===== src/pkg/wic_params.svh =====
`ifndef WIC_PARAMS_SVH
`define WIC_PARAMS_SVH

// ----------------------------------------------------------------
// bus geometry and register indices (byte address = index * 4)
// ----------------------------------------------------------------
`define WIC_AW          12
`define WIC_IDX_EDGE    8'hC8
`define WIC_IDX_WEN     8'hC9
`define WIC_IDX_PND     8'hCA
`define WIC_IDX_CTRL    8'hF0
`define WIC_IDX_STAT    8'hF1

// ----------------------------------------------------------------
// interrupt control register fields
// ----------------------------------------------------------------
`define WIC_CB_GIE      0
`define WIC_CB_ENI      1
`define WIC_CB_TIMER_IRQ_ENABLE     2
`define WIC_CB_EXT_IRQ_EDGE     3
`define WIC_CB_EXT_IRQ_PENDING     4
`define WIC_CB_TIMER_IRQ_PENDING     5

// ----------------------------------------------------------------
// status register fields
// ----------------------------------------------------------------
`define WIC_SB_HALT     0
`define WIC_SB_START    1
`define WIC_SB_BUSY     2
`define WIC_SB_BLOCK    3

// ----------------------------------------------------------------
// reset values, counts and fixed codes
// ----------------------------------------------------------------
`define WIC_RST_BYTE    8'h00
`define WIC_PRESC_LOAD  8'hFF
`define WIC_TC_LAST     4'h9
`define WIC_START_LAST  12'h09FF
`define WIC_VECTOR      16'h00FF
`define WIC_SEQ_LAST    3'h7
`define WIC_SP_STEP     8'h02
`define WIC_ROM_BLANK   8'h00
`define WIC_RAM_BLANK   8'hFF

`endif


===== src/pkg/wic_pkg.sv =====
package wic_pkg;

    // ------------------------------------------------------------
    // modes and sequences
    // ------------------------------------------------------------
    typedef enum logic [1:0] {
        WIC_RUN   = 2'b00,
        WIC_HALT  = 2'b01,
        WIC_START = 2'b10
    } wic_pwr_t;

    typedef enum logic [1:0] {
        WIC_IDLE = 2'b00,
        WIC_ACK  = 2'b01
    } wic_seq_t;

    typedef enum logic [1:0] {
        WIC_RET_PLAIN = 2'b00,
        WIC_RET_SKIP  = 2'b01,
        WIC_RET_IRQ   = 2'b10
    } wic_ret_t;

    // ------------------------------------------------------------
    // whole block state
    // ------------------------------------------------------------
    typedef struct packed {
        logic [7:0]  edge_sel;
        logic [7:0]  wake_en;
        logic [7:0]  wake_pnd;
        logic [7:0]  port_s1;
        logic [7:0]  port_s2;
        logic [7:0]  port_prev;
        logic        ext_s1;
        logic        ext_s2;
        logic        ext_prev;
        logic        global_irq_enable;
        logic        ext_irq_enable;
        logic        timer_irq_enable;
        logic        ext_irq_edge;
        logic        ext_irq_pending;
        logic        timer_irq_pending;
        wic_pwr_t    pwr;
        logic [7:0]  presc;
        logic [3:0]  tc_cnt;
        wic_seq_t    seq;
        logic [2:0]  seq_cnt;
        logic [7:0]  sp_base;
        logic [15:0] pc_save;
        logic        stack_we;
        logic [7:0]  stack_addr;
        logic [7:0]  stack_data;
        logic        pc_load;
        logic [15:0] pc_val;
        logic        sp_load;
        logic [7:0]  sp_val;
        logic        skip;
        logic [7:0]  fetch_data;
        logic [7:0]  ram_data;
        logic [31:0] prdata;
    } wic_state_t;

    localparam wic_state_t WIC_ST_RST = '0;

endpackage : wic_pkg


===== src/hw/wic_top.sv =====
// Design decisions made here: the register addresses and the APB interface to the registers.
`timescale 1ns/1ps
`include "wic_params.svh"

// How it works
// - edge select one: falling, zero: rising
// - selected pin edge sets its pending bit
// - pending bits clear only by software write
// - halt refused while enabled pending wakeup exists
// - crystal wakeup: oscillator, prescaler FF, then clocks
// - prescaler ticks every tenth oscillator cycle
// - external, timer and opcode-zero interrupt sources
// - maskable needs global and source enable
// - hardware acknowledge clears global enable
// - external edge bit: zero rising, one falling
// - source pending flags sticky until software clears
// - setting global enable in handler allows nesting
// - software interrupt leaves global enable alone
// - push pc, sp minus two, vector 00FF, seven cycles
// - returns pop pc, sp plus two; return_enable_irq enables
// - take decided on enables before same-cycle clear
// - undefined program fetch returns 00
// - undefined data read returns FF
// - reset clears edge select and enable
module wic_top import wic_pkg::*; (
    // clock and reset
    input  wire logic                clk_i,
    input  wire logic                rst_i,
    // apb slave
    input  wire logic                psel_i,
    input  wire logic                penable_i,
    input  wire logic                pwrite_i,
    input  wire logic [`WIC_AW-1:0]  paddr_i,
    input  wire logic [31:0]         pwdata_i,
    output logic      [31:0]         prdata_o,
    output logic                     pready_o,
    output logic                     pslverr_o,
    // external pins
    input  wire logic [7:0]          port_l_i,
    input  wire logic                ext_irq_pin_i,
    // power control
    input  wire logic                crystal_i,
    input  wire logic                halt_req_i,
    output logic                     halted_o,
    output logic                     osc_en_o,
    output logic                     chip_clk_en_o,
    // interrupt requests from core
    input  wire logic                instr_boundary_i,
    input  wire logic                timer_event_i,
    input  wire logic                swi_i,
    input  wire logic [15:0]         pc_i,
    input  wire logic [7:0]          sp_i,
    output logic                     irq_busy_o,
    // returns
    input  wire logic                ret_i,
    input  wire logic [1:0]          ret_kind_i,
    input  wire logic [15:0]         ret_pc_i,
    // stack and program counter updates
    output logic                     stack_we_o,
    output logic      [7:0]          stack_addr_o,
    output logic      [7:0]          stack_data_o,
    output logic                     pc_load_o,
    output logic      [15:0]         pc_o,
    output logic                     sp_load_o,
    output logic      [7:0]          sp_o,
    output logic                     skip_o,
    // memory guards
    input  wire logic                rom_defined_i,
    input  wire logic [7:0]          rom_data_i,
    output logic      [7:0]          fetch_data_o,
    input  wire logic                ram_defined_i,
    input  wire logic [7:0]          ram_data_i,
    output logic      [7:0]          ram_data_o
);

    // ------------------------------------------------------------
    // decode
    // ------------------------------------------------------------
    function automatic logic reg_hit(input logic [`WIC_AW-1:0] a,
                                     input logic [7:0]         idx);
        reg_hit = (a == {2'b00, idx, 2'b00});
    endfunction : reg_hit

    wic_state_t st;
    wic_state_t nx;
    logic [7:0] wake_edge;
    logic       ext_edge;
    logic       wake_block;
    logic       hw_req;
    logic       take;
    logic       wr_en;
    logic       rd_setup;
    logic       hit;
    logic       tc_tick;

    assign wr_en    = psel_i && penable_i && pwrite_i;
    assign rd_setup = psel_i && !penable_i && !pwrite_i;
    assign hit      = reg_hit(paddr_i, `WIC_IDX_EDGE) || reg_hit(paddr_i, `WIC_IDX_WEN)
                   || reg_hit(paddr_i, `WIC_IDX_PND)  || reg_hit(paddr_i, `WIC_IDX_CTRL)
                   || reg_hit(paddr_i, `WIC_IDX_STAT);

    // ------------------------------------------------------------
    // event detection
    // ------------------------------------------------------------
    // per-pin edge polarity
    assign wake_edge = (st.edge_sel & st.port_prev & ~st.port_s2)
                     | (~st.edge_sel & ~st.port_prev & st.port_s2);
    assign ext_edge  = st.ext_irq_edge ? (st.ext_prev && !st.ext_s2)
                               : (!st.ext_prev && st.ext_s2);
    // enable gates both wakeup and halt blocking
    assign wake_block = |(st.wake_en & st.wake_pnd);
    assign hw_req  = st.global_irq_enable && ((st.ext_irq_enable && st.ext_irq_pending) || (st.timer_irq_enable && st.timer_irq_pending));
    // decided on registered enables, a clear this cycle is late
    assign take    = (st.seq == WIC_IDLE) && (st.pwr == WIC_RUN) && instr_boundary_i
                  && !ret_i && (swi_i || hw_req);
    assign tc_tick = (st.tc_cnt == `WIC_TC_LAST);

    // ------------------------------------------------------------
    // next state
    // ------------------------------------------------------------
    always_comb begin
        nx           = st;
        nx.stack_we  = 1'b0;
        nx.pc_load   = 1'b0;
        nx.sp_load   = 1'b0;
        nx.skip      = 1'b0;
        nx.port_s1   = port_l_i;
        nx.port_s2   = st.port_s1;
        nx.port_prev = st.port_s2;
        nx.ext_s1    = ext_irq_pin_i;
        nx.ext_s2    = st.ext_s1;
        nx.ext_prev  = st.ext_s2;

        if (wr_en && reg_hit(paddr_i, `WIC_IDX_EDGE)) begin
            nx.edge_sel = pwdata_i[7:0];
        end
        if (wr_en && reg_hit(paddr_i, `WIC_IDX_WEN)) begin
            nx.wake_en = pwdata_i[7:0];
        end
        if (wr_en && reg_hit(paddr_i, `WIC_IDX_PND)) begin
            nx.wake_pnd = pwdata_i[7:0];
        end
        // latch edges, set wins over clear
        nx.wake_pnd = nx.wake_pnd | wake_edge;

        // software may raise global enable anytime except the cycle a hardware acknowledge is taken
        if (wr_en && reg_hit(paddr_i, `WIC_IDX_CTRL)) begin
            nx.global_irq_enable  = pwdata_i[`WIC_CB_GIE];
            nx.ext_irq_enable  = pwdata_i[`WIC_CB_ENI];
            nx.timer_irq_enable = pwdata_i[`WIC_CB_TIMER_IRQ_ENABLE];
            nx.ext_irq_edge = pwdata_i[`WIC_CB_EXT_IRQ_EDGE];
            nx.ext_irq_pending = pwdata_i[`WIC_CB_EXT_IRQ_PENDING];
            nx.timer_irq_pending = pwdata_i[`WIC_CB_TIMER_IRQ_PENDING];
        end
        nx.ext_irq_pending = nx.ext_irq_pending || ext_edge;
        nx.timer_irq_pending = nx.timer_irq_pending || timer_event_i;

        // returns pop pc and release two stack bytes
        if (ret_i && st.seq == WIC_IDLE) begin
            nx.pc_load = 1'b1;
            nx.pc_val  = ret_pc_i;
            nx.sp_load = 1'b1;
            nx.sp_val  = sp_i + `WIC_SP_STEP;
            nx.skip    = (ret_kind_i == WIC_RET_SKIP);
            if (ret_kind_i == WIC_RET_IRQ) begin
                nx.global_irq_enable = 1'b1;
            end
        end

        // three sources, opcode zero beats maskable
        if (take) begin
            nx.seq     = WIC_ACK;
            nx.seq_cnt = 3'h1;
            nx.pc_save = pc_i;
            nx.sp_base = sp_i;
            if (!swi_i) begin
                nx.global_irq_enable = 1'b0;
            end
        end

        if (st.seq == WIC_ACK) begin
            case (st.seq_cnt)
                3'h1: begin
                    nx.stack_we   = 1'b1;
                    nx.stack_addr = st.sp_base;
                    nx.stack_data = st.pc_save[7:0];
                end
                3'h2: begin
                    nx.stack_we   = 1'b1;
                    nx.stack_addr = st.sp_base - 8'h01;
                    nx.stack_data = st.pc_save[15:8];
                end
                default: begin
                end
            endcase
            if (st.seq_cnt == `WIC_SEQ_LAST) begin
                nx.seq     = WIC_IDLE;
                nx.seq_cnt = 3'h0;
                nx.pc_load = 1'b1;
                nx.pc_val  = `WIC_VECTOR;
                nx.sp_load = 1'b1;
                nx.sp_val  = st.sp_base - `WIC_SP_STEP;
            end else begin
                nx.seq_cnt = st.seq_cnt + 3'h1;
            end
        end

        // power sequencing
        case (st.pwr)
            WIC_RUN: begin
                // halt request ignored while a wakeup is owed
                if (halt_req_i && !wake_block) begin
                    nx.pwr = WIC_HALT;
                end
            end
            WIC_HALT: begin
                // wake as soon as enabled and pending
                if (wake_block) begin
                    nx.pwr    = crystal_i ? WIC_START : WIC_RUN;
                    nx.presc  = `WIC_PRESC_LOAD;
                    nx.tc_cnt = 4'h0;
                end
            end
            WIC_START: begin
                // clocks stay gated until prescaler expires
                nx.tc_cnt = tc_tick ? 4'h0 : st.tc_cnt + 4'h1;
                if (tc_tick) begin
                    if (st.presc == 8'h00) begin
                        nx.pwr = WIC_RUN;
                    end else begin
                        nx.presc = st.presc - 8'h01;
                    end
                end
            end
            default: begin
                nx.pwr = WIC_RUN;
            end
        endcase

        // read data registered in the setup phase
        if (rd_setup) begin
            nx.prdata = 32'h0000_0000;
            if (reg_hit(paddr_i, `WIC_IDX_EDGE)) begin
                nx.prdata[7:0] = st.edge_sel;
            end
            if (reg_hit(paddr_i, `WIC_IDX_WEN)) begin
                nx.prdata[7:0] = st.wake_en;
            end
            if (reg_hit(paddr_i, `WIC_IDX_PND)) begin
                nx.prdata[7:0] = st.wake_pnd;
            end
            if (reg_hit(paddr_i, `WIC_IDX_CTRL)) begin
                nx.prdata[`WIC_CB_GIE]  = st.global_irq_enable;
                nx.prdata[`WIC_CB_ENI]  = st.ext_irq_enable;
                nx.prdata[`WIC_CB_TIMER_IRQ_ENABLE] = st.timer_irq_enable;
                nx.prdata[`WIC_CB_EXT_IRQ_EDGE] = st.ext_irq_edge;
                nx.prdata[`WIC_CB_EXT_IRQ_PENDING] = st.ext_irq_pending;
                nx.prdata[`WIC_CB_TIMER_IRQ_PENDING] = st.timer_irq_pending;
            end
            if (reg_hit(paddr_i, `WIC_IDX_STAT)) begin
                nx.prdata[`WIC_SB_HALT]  = (st.pwr == WIC_HALT);
                nx.prdata[`WIC_SB_START] = (st.pwr == WIC_START);
                nx.prdata[`WIC_SB_BUSY]  = (st.seq == WIC_ACK);
                nx.prdata[`WIC_SB_BLOCK] = wake_block;
            end
        end

        // blank program space traps as opcode zero
        nx.fetch_data = rom_defined_i ? rom_data_i : `WIC_ROM_BLANK;
        // blank data space reads all ones
        nx.ram_data   = ram_defined_i ? ram_data_i : `WIC_RAM_BLANK;
    end

    // ------------------------------------------------------------
    // state register
    // ------------------------------------------------------------
    // reset clears edge and enable; pending forced to a known zero
    always_ff @(posedge clk_i or posedge rst_i) begin
        if (rst_i) begin
            st <= WIC_ST_RST;
        end else begin
            st <= nx;
        end
    end

    // ------------------------------------------------------------
    // outputs
    // ------------------------------------------------------------
    assign prdata_o      = st.prdata;
    assign pready_o      = 1'b1;
    assign pslverr_o     = psel_i && penable_i && !hit;
    assign halted_o      = (st.pwr == WIC_HALT);
    assign osc_en_o      = (st.pwr != WIC_HALT);
    assign chip_clk_en_o = (st.pwr == WIC_RUN);
    assign irq_busy_o    = (st.seq == WIC_ACK);
    assign stack_we_o    = st.stack_we;
    assign stack_addr_o  = st.stack_addr;
    assign stack_data_o  = st.stack_data;
    assign pc_load_o     = st.pc_load;
    assign pc_o          = st.pc_val;
    assign sp_load_o     = st.sp_load;
    assign sp_o          = st.sp_val;
    assign skip_o        = st.skip;
    assign fetch_data_o  = st.fetch_data;
    assign ram_data_o    = st.ram_data;

    // ------------------------------------------------------------
    // checks
    // ------------------------------------------------------------
    logic [11:0] start_cyc;
    always_ff @(posedge clk_i or posedge rst_i) begin
        if (rst_i) begin
            start_cyc <= 12'h000;
        end else if (st.pwr == WIC_START) begin
            start_cyc <= start_cyc + 12'h001;
        end else begin
            start_cyc <= 12'h000;
        end
    end

    a_pnd_latch: assert property (@(posedge clk_i) disable iff (rst_i)
        (|wake_edge) |=> ((st.wake_pnd & $past(wake_edge)) == $past(wake_edge)))
        else $error("wakeup edge not latched");

    a_pnd_sticky: assert property (@(posedge clk_i) disable iff (rst_i)
        !(wr_en && reg_hit(paddr_i, `WIC_IDX_PND))
        |=> (($past(st.wake_pnd) & ~st.wake_pnd) == 8'h00))
        else $error("pending bit cleared by hardware");

    a_halt_refused: assert property (@(posedge clk_i) disable iff (rst_i)
        (st.pwr == WIC_RUN && halt_req_i && wake_block) |=> (st.pwr == WIC_RUN))
        else $error("halt entered with wakeup pending");

    a_start_length: assert property (@(posedge clk_i) disable iff (rst_i)
        (st.pwr == WIC_START && nx.pwr == WIC_RUN) |-> (start_cyc == `WIC_START_LAST))
        else $error("start-up delay length wrong");

    a_clock_gated: assert property (@(posedge clk_i) disable iff (rst_i)
        (st.pwr == WIC_HALT && wake_block && crystal_i)
        |=> (!chip_clk_en_o && osc_en_o) [*8])
        else $error("clocks routed before start-up expiry");

    a_ack_seven: assert property (@(posedge clk_i) disable iff (rst_i)
        take |=> irq_busy_o [*7] ##1 (!irq_busy_o && pc_load_o && pc_o == `WIC_VECTOR))
        else $error("acknowledge sequence length or vector wrong");

    a_sp_push: assert property (@(posedge clk_i) disable iff (rst_i)
        take |-> ##8 (sp_load_o && sp_o == $past(sp_i, 8) - `WIC_SP_STEP))
        else $error("stack pointer not lowered by two");

    a_gie_clear: assert property (@(posedge clk_i) disable iff (rst_i)
        (take && !swi_i) |=> !st.global_irq_enable)
        else $error("global enable kept on acknowledge");

    a_swi_keeps: assert property (@(posedge clk_i) disable iff (rst_i)
        (take && swi_i && !wr_en) |=> (st.global_irq_enable == $past(st.global_irq_enable)))
        else $error("software trap changed global enable");

    a_mask_gate: assert property (@(posedge clk_i) disable iff (rst_i)
        (st.seq == WIC_IDLE && !swi_i
         && !(st.global_irq_enable && ((st.ext_irq_enable && st.ext_irq_pending) || (st.timer_irq_enable && st.timer_irq_pending))))
        |=> !irq_busy_o)
        else $error("masked interrupt taken");

    a_return_enable_irq_sets: assert property (@(posedge clk_i) disable iff (rst_i)
        (ret_i && st.seq == WIC_IDLE && ret_kind_i == WIC_RET_IRQ)
        |=> (st.global_irq_enable && sp_load_o && sp_o == $past(sp_i) + `WIC_SP_STEP))
        else $error("interrupt return mishandled");

    a_rom_blank: assert property (@(posedge clk_i) disable iff (rst_i)
        !rom_defined_i |=> (fetch_data_o == `WIC_ROM_BLANK))
        else $error("blank program fetch not zero");

    a_ram_blank: assert property (@(posedge clk_i) disable iff (rst_i)
        !ram_defined_i |=> (ram_data_o == `WIC_RAM_BLANK))
        else $error("blank data read not all ones");

endmodule : wic_top


===== config.mk =====
export PLATFORM = sky130hd
export DESIGN_NAME = wic_top
export DESIGN_NICKNAME = d
export VERILOG_FILES = /design/src/pkg/wic_pkg.sv /design/src/hw/wic_top.sv
export VERILOG_INCLUDE_DIRS = /design/src /design/src/pkg
export SDC_FILE = /design/constraint.sdc
export NUM_CORES = 1
export LEC_CHECK = 0
export ABC_AREA = 1
export BUFFER_PORTS_ARGS = -buffer_cell sky130_fd_sc_hd__buf_2
export CAP_MARGIN = 0
export CORE_ASPECT_RATIO = 1.5
export CORE_UTILIZATION = 53
export DETAILED_ROUTE_END_ITERATION = 10
export PLACE_DENSITY = 0.81
export SLEW_MARGIN = 40
export SYNTH_ARGS = -nofsm -noshare
export SYNTH_HDL_FRONTEND = slang
export SYNTH_SLANG_ARGS = --single-unit
export TNS_END_PERCENT = 100

===== constraint.sdc =====
create_clock -name clk_i -period 6.7 [get_ports clk_i]
set_input_delay 1.005 -clock clk_i [delete_from_list [all_inputs] [get_ports clk_i]]
set_output_delay 1.005 -clock clk_i [all_outputs]
set_load 0.005 [all_outputs]

# --- Word level (Yosys, flattened, before mapping) ---
# Cells that the tools add are included.
totals:
  register_bits: 168
  in_bits: 124
  out_inout_bits: 98
  elab_cells: 146
op_classes:
  addsub: 6
  n_eq_ne: 20
  n_mux: 31
  bitwise_logic: 10
  reduce_logical: 46
ops:
  columns: ["cell", "n"]
  rows:
  - ["== test 12 x 10 -> 1 bit (second input constant)", 5]
  - ["two-way mux 8 bit", 7]
  - ["two-way mux 43 bit", 1]
  - ["bitwise AND 8 bit", 5]
  - ["one-hot mux 17 bit (2 select lines)", 1]
  - ["two-way mux 29 bit", 1]
  - ["two-way mux 27 bit", 1]
  - ["two-way mux 26 bit", 1]
  - ["NOT 8 bit", 3]
  - ["one-hot mux 12 bit (2 select lines)", 1]
  - ["logical AND 1 bit", 20]
  - ["bitwise OR 8 bit", 2]
  - ["subtractor 8 x 1 -> 8 bit (second input constant)", 2]
  - ["two-way mux 14 bit", 1]
  - ["two-way mux 6 bit", 2]
  - ["two-way mux 10 bit", 1]
  - ["adder 8 x 2 -> 8 bit (second input constant)", 1]
  - ["logical NOT 8 bit", 1]
  - ["logical OR 1 bit", 8]
  - ["two-way mux 2 bit", 4]
  - ["two-way mux 4 bit", 2]
  - ["AND reduction 4 bit", 2]
  - ["OR reduction 8 bit", 1]
  - ["subtractor 8 x 2 -> 8 bit (second input constant)", 1]
  - ["18 further kinds", 39]

# --- Logic depth before layout (Yosys ltp) ---
depth:
  ltp_word: 8
  mapped_depth: 10

# --- Least setup slack after synthesis ---
# Ideal clock, no wire load.
synth_path:
  path_kind: "input-to-output"
  from: "input paddr_i[2]"
  to: "output pslverr_o"
  t_arrival_ns: 1.646
  slack_ns: 4.049
  stages: 7
  n_path_buf: 0
  cell_sequence: "inv_1 -> nor2_1 -> nand2_1 -> inv_1 -> o21ai_0 -> o211ai_1 -> nor3_1"
synth_between:
  elab_chain_len: 7
  word_cells_on_any_way: 11
  classes_between: "eq/ne: 5; reduce/logical: 6"
synth_lines:
  columns: ["item", "line_no", "rtl"]
  rows:
  - ["from (decl)", "wic_top.sv:33", "input wire logic [`WIC_AW-1:0] paddr_i,"]
  - ["== test 12 x 10 -> 1 bit", "wic_top.sv:81", "reg_hit = (a == {2'b00, idx, 2'b00});"]
  - ["logical OR 1 bit (3 in a row)", "wic_top.sv:98", "assign hit = reg_hit(paddr_i, `WIC_IDX_EDGE) || reg_hit(paddr_i, `WIC_IDX_WEN)"]
  - ["logical OR 1 bit *", "wic_top.sv:98", null]
  - ["logical NOT 1 bit *", "wic_top.sv:291", "assign pslverr_o = psel_i && penable_i && !hit;"]
  - ["logical AND 1 bit *", "wic_top.sv:291", null]
  - ["to (decl)", "wic_top.sv:37", "output logic pslverr_o,"]
# Mark *: on every way between the ends. The rest lies on a longest branch, timed or not.

# --- Worst setup path in the final report ---
layout_path:
  from: "input paddr_i[11]"
  to: "output pslverr_o"
# The elaborated chain is that of the path after synthesis.

==> metrics.cfg <==
[status]
status=complete, no violations

[floorplanning]
die-area_um2=15900
chipHeight_um=153.9
pin_count=222
core_um2=15070
start_util_pct=54.11
die-width_um=103.3
row_count=55

[timing]
maxSlewViolCount=0
period_needed_ps=3174
timing.final.crit_share_pct=47.38
fin_skew_ps=10.39
tightest_slew_ps=768.1
hold_viol_final=0
setup_viol=0
timing.fmax_mhz=315.0
max_slew_margin_pct=48.74
fin_tns_setup_ps=0
rsz0062_at_grt=false

[logic_synthesis]
syn_inst=975
synth-main-ff-cell=dfrtp_1
yosys_warnings=0
async_flop_share_pct=100.0
synth_edf_count=0
syn_area_um2=8155
synth.largest_area_cell=dfrtp_1
avgSynthCellArea_um2=8.364
synth_cell_types=33
yosysSeqAreaShare_pct=51.24
synth_area_leaders=dfrtp_1, nand2_1, buf_4, nor2_1, nand3_1
yosysTopAreaCellShare_pct=51.24
yosys_register_bits=167

[clocking]
hold_buffers=0
cts_root_buf=clkbuf_16
cts_tree=yes
cts_setup_buffers=0
cts_buffers=17
clock_latency_ps=420
clock_sinks=167
path_clk_slew_ps=70
cts_buffer_depth=2
post_cts_resized=0
htreeDepth=4

[cells_and_area]
nNetsFinal=1215
final_util_pct=61.38
area_delta_synth_final_pct=13.42
post_route_cells_drive_above_1_share_pct=21.98

[placement]
port-buffer-count=172
gp_congestion=0.8774
dp_hpwl_um=12130

[job]
maxCapViolCount=0

[route]
wl_per_cell_um=13.35
vias=6487
drt-total-wl_um=17250
drc=0
vias_per_cell=5.021
antenna_left=0
drt_iter0_markers=383
first_pass_iters=5

[power_and_ir_drop]
power_uw=3385
ir_worst_vdd_mv=0.2137
p_per_area_nw_per_um2=365.9
leakagePower_uw=0.004830

[grt]
gr-total-overflow=0
grt_pass1_wl_um=28170
grt_antenna_before_repair=0
grt_max_degree=87
grt_use_total_pct=22.91
grt_pass1_vias=6137

[setup_path]
startpoint_type=input port
reg2reg_slack_ps=4490
cp_data_arrival_time_ps=2170
cp.required_ps=5690
path_max_fanout=16
cp-end-kind=output port
crit_type=in2out

[min_path]
hold_path.class=reg2reg

[through the flow]
stage	worst slack (ps)	hold WS, ps	instances	area, um2
CTS	3312	351.0	1289	9206
detailed placement	3311	335.5	1257	8597
global placement	3326	332.8	1257	8593
floorplan	1177	331.2	998	8242
global route	3418	347.7	1291	9248
finish	3526	347.8	1292	9250
[Yosys cell counts, drive strengths merged (2+ instances only)]
| cell type | instances |
|---|---|
| conb | 2 |
| ha | 12 |
| a31oi | 14 |
| xor2 | 6 |
| o21ai | 69 |
| dfrtp | 167 |
| xnor2 | 2 |
| nand3 | 72 |
| clkbuf | 14 |
| o211ai | 5 |
| nand4 | 13 |
| buf | 101 |
| nand2 | 250 |
| a21oi | 32 |
| nor2 | 104 |
| nor3 | 10 |
| inv | 90 |
| o22ai | 6 |
[flip-flops by register name, summed over array words and instances, names as in the netlist, 8 cells and up]
signal / cells
stack_data_o: 8
fetch_data_o: 8
st: 82
sp_o: 8
pc_o: 16
ram_data_o: 8
prdata_o: 8
stack_addr_o: 8
nx: 18
[kinds of logic (layout without fill, tap and decap cells)]
logic type / Yosys count / in the layout / share of synthesized area, %
fa+ha+maj: 12 / 12 / 1.841
other cells: 2 / 26 / 0.09209
flops: 167 / 167 / 51.24
buf+inv: 205 / 299 / 13.78
compound gates: 131 / 131 / 8.898
simple gates: 450 / 450 / 23.29
xor+xnor: 8 / 8 / 0.8592
[final cells by class]
class	instances	area [um2]
Antenna cell	1	2.502
Clock inverter	15	183.9
Sequential cell	167	4179
Clock buffer	17	425.4
Timing Repair Buffer	177	928.4
Tap cell	199	249.0
Inverter	90	342.8
Fill cell	1305	5821
Multi-Input combinational cell	626	2939
[path summary, 6_finish.rpt]
| kind | startpoint | end | cells past startpoint |
|---|---|---|---|
| worst max-delay path | paddr_i[11] | pslverr_o | 7 |
| worst min-delay path | nx[152]$_DFF_PP0_ | nx[144]$_DFF_PP0_ | 0 |
| worst max register to register | st[139]$_DFFE_PP0N_ | st[140]$_DFF_PP0_ | 6 |
| worst min register to register | nx[152]$_DFF_PP0_ | nx[144]$_DFF_PP0_ | 0 |
| max in group asynchronous | rst_i | st[119]$_DFF_PP0_ | 4 |
| min in group asynchronous | rst_i | pc_o[7]$_DFF_PP0_ | 2 |
[routing by layer]
metal / part of all wire (%) / GRT usage (%) / vias up / routed length, um
li1: - / - / 3230 / -
met1: 41 / 26.97 / 3020 / 7016
met2: 53 / 40.16 / 208 / 9082
met3: 4.2 / 4.864 / 29 / 729
met4: 2.4 / 8.719 / 0 / 419
met5: 0 / 0 / - / 0
[report_power, final]
group | switching [uW] | total, uW | internal [uW]
Clock | 454 | 993 | 539
Combinational | 589 | 957 | 368
Sequential | 164 | 1440 | 1270
Total | 1210 | 3380 | 2180
[layout by cell type, fill, tap and decap left out, types with 2 or more instances in the layout]
cell type,count
nor3_1,9
nand4_1,13
nand3_1,69
inv_1,80
xnor2_1,2
ha_1,12
nor2_2,4
inv_6,2
nand3_2,3
nand2_2,5
o21ai_1,19
o21ai_0,50
a21oi_2,4
o22ai_1,6
xor2_1,6
o211ai_1,5
nand2_1,245
clkinv_8,2
conb_1,25
a31oi_1,14
inv_2,9
dfrtp_1,167
clkinv_4,3
buf_4,2
nor2_1,97
a21oi_1,28
inv_8,7
clkbuf_16,17
nor2_4,3
buf_2,172
[critical path: stages]
cell and delay (ps):
buf_2 120, nor3_4 390, buf_6 230, nand3_2 120, o211ai_1 120, nor3_1 60, buf_2 120
Note: power is estimated with default switching activity, not from simulation.
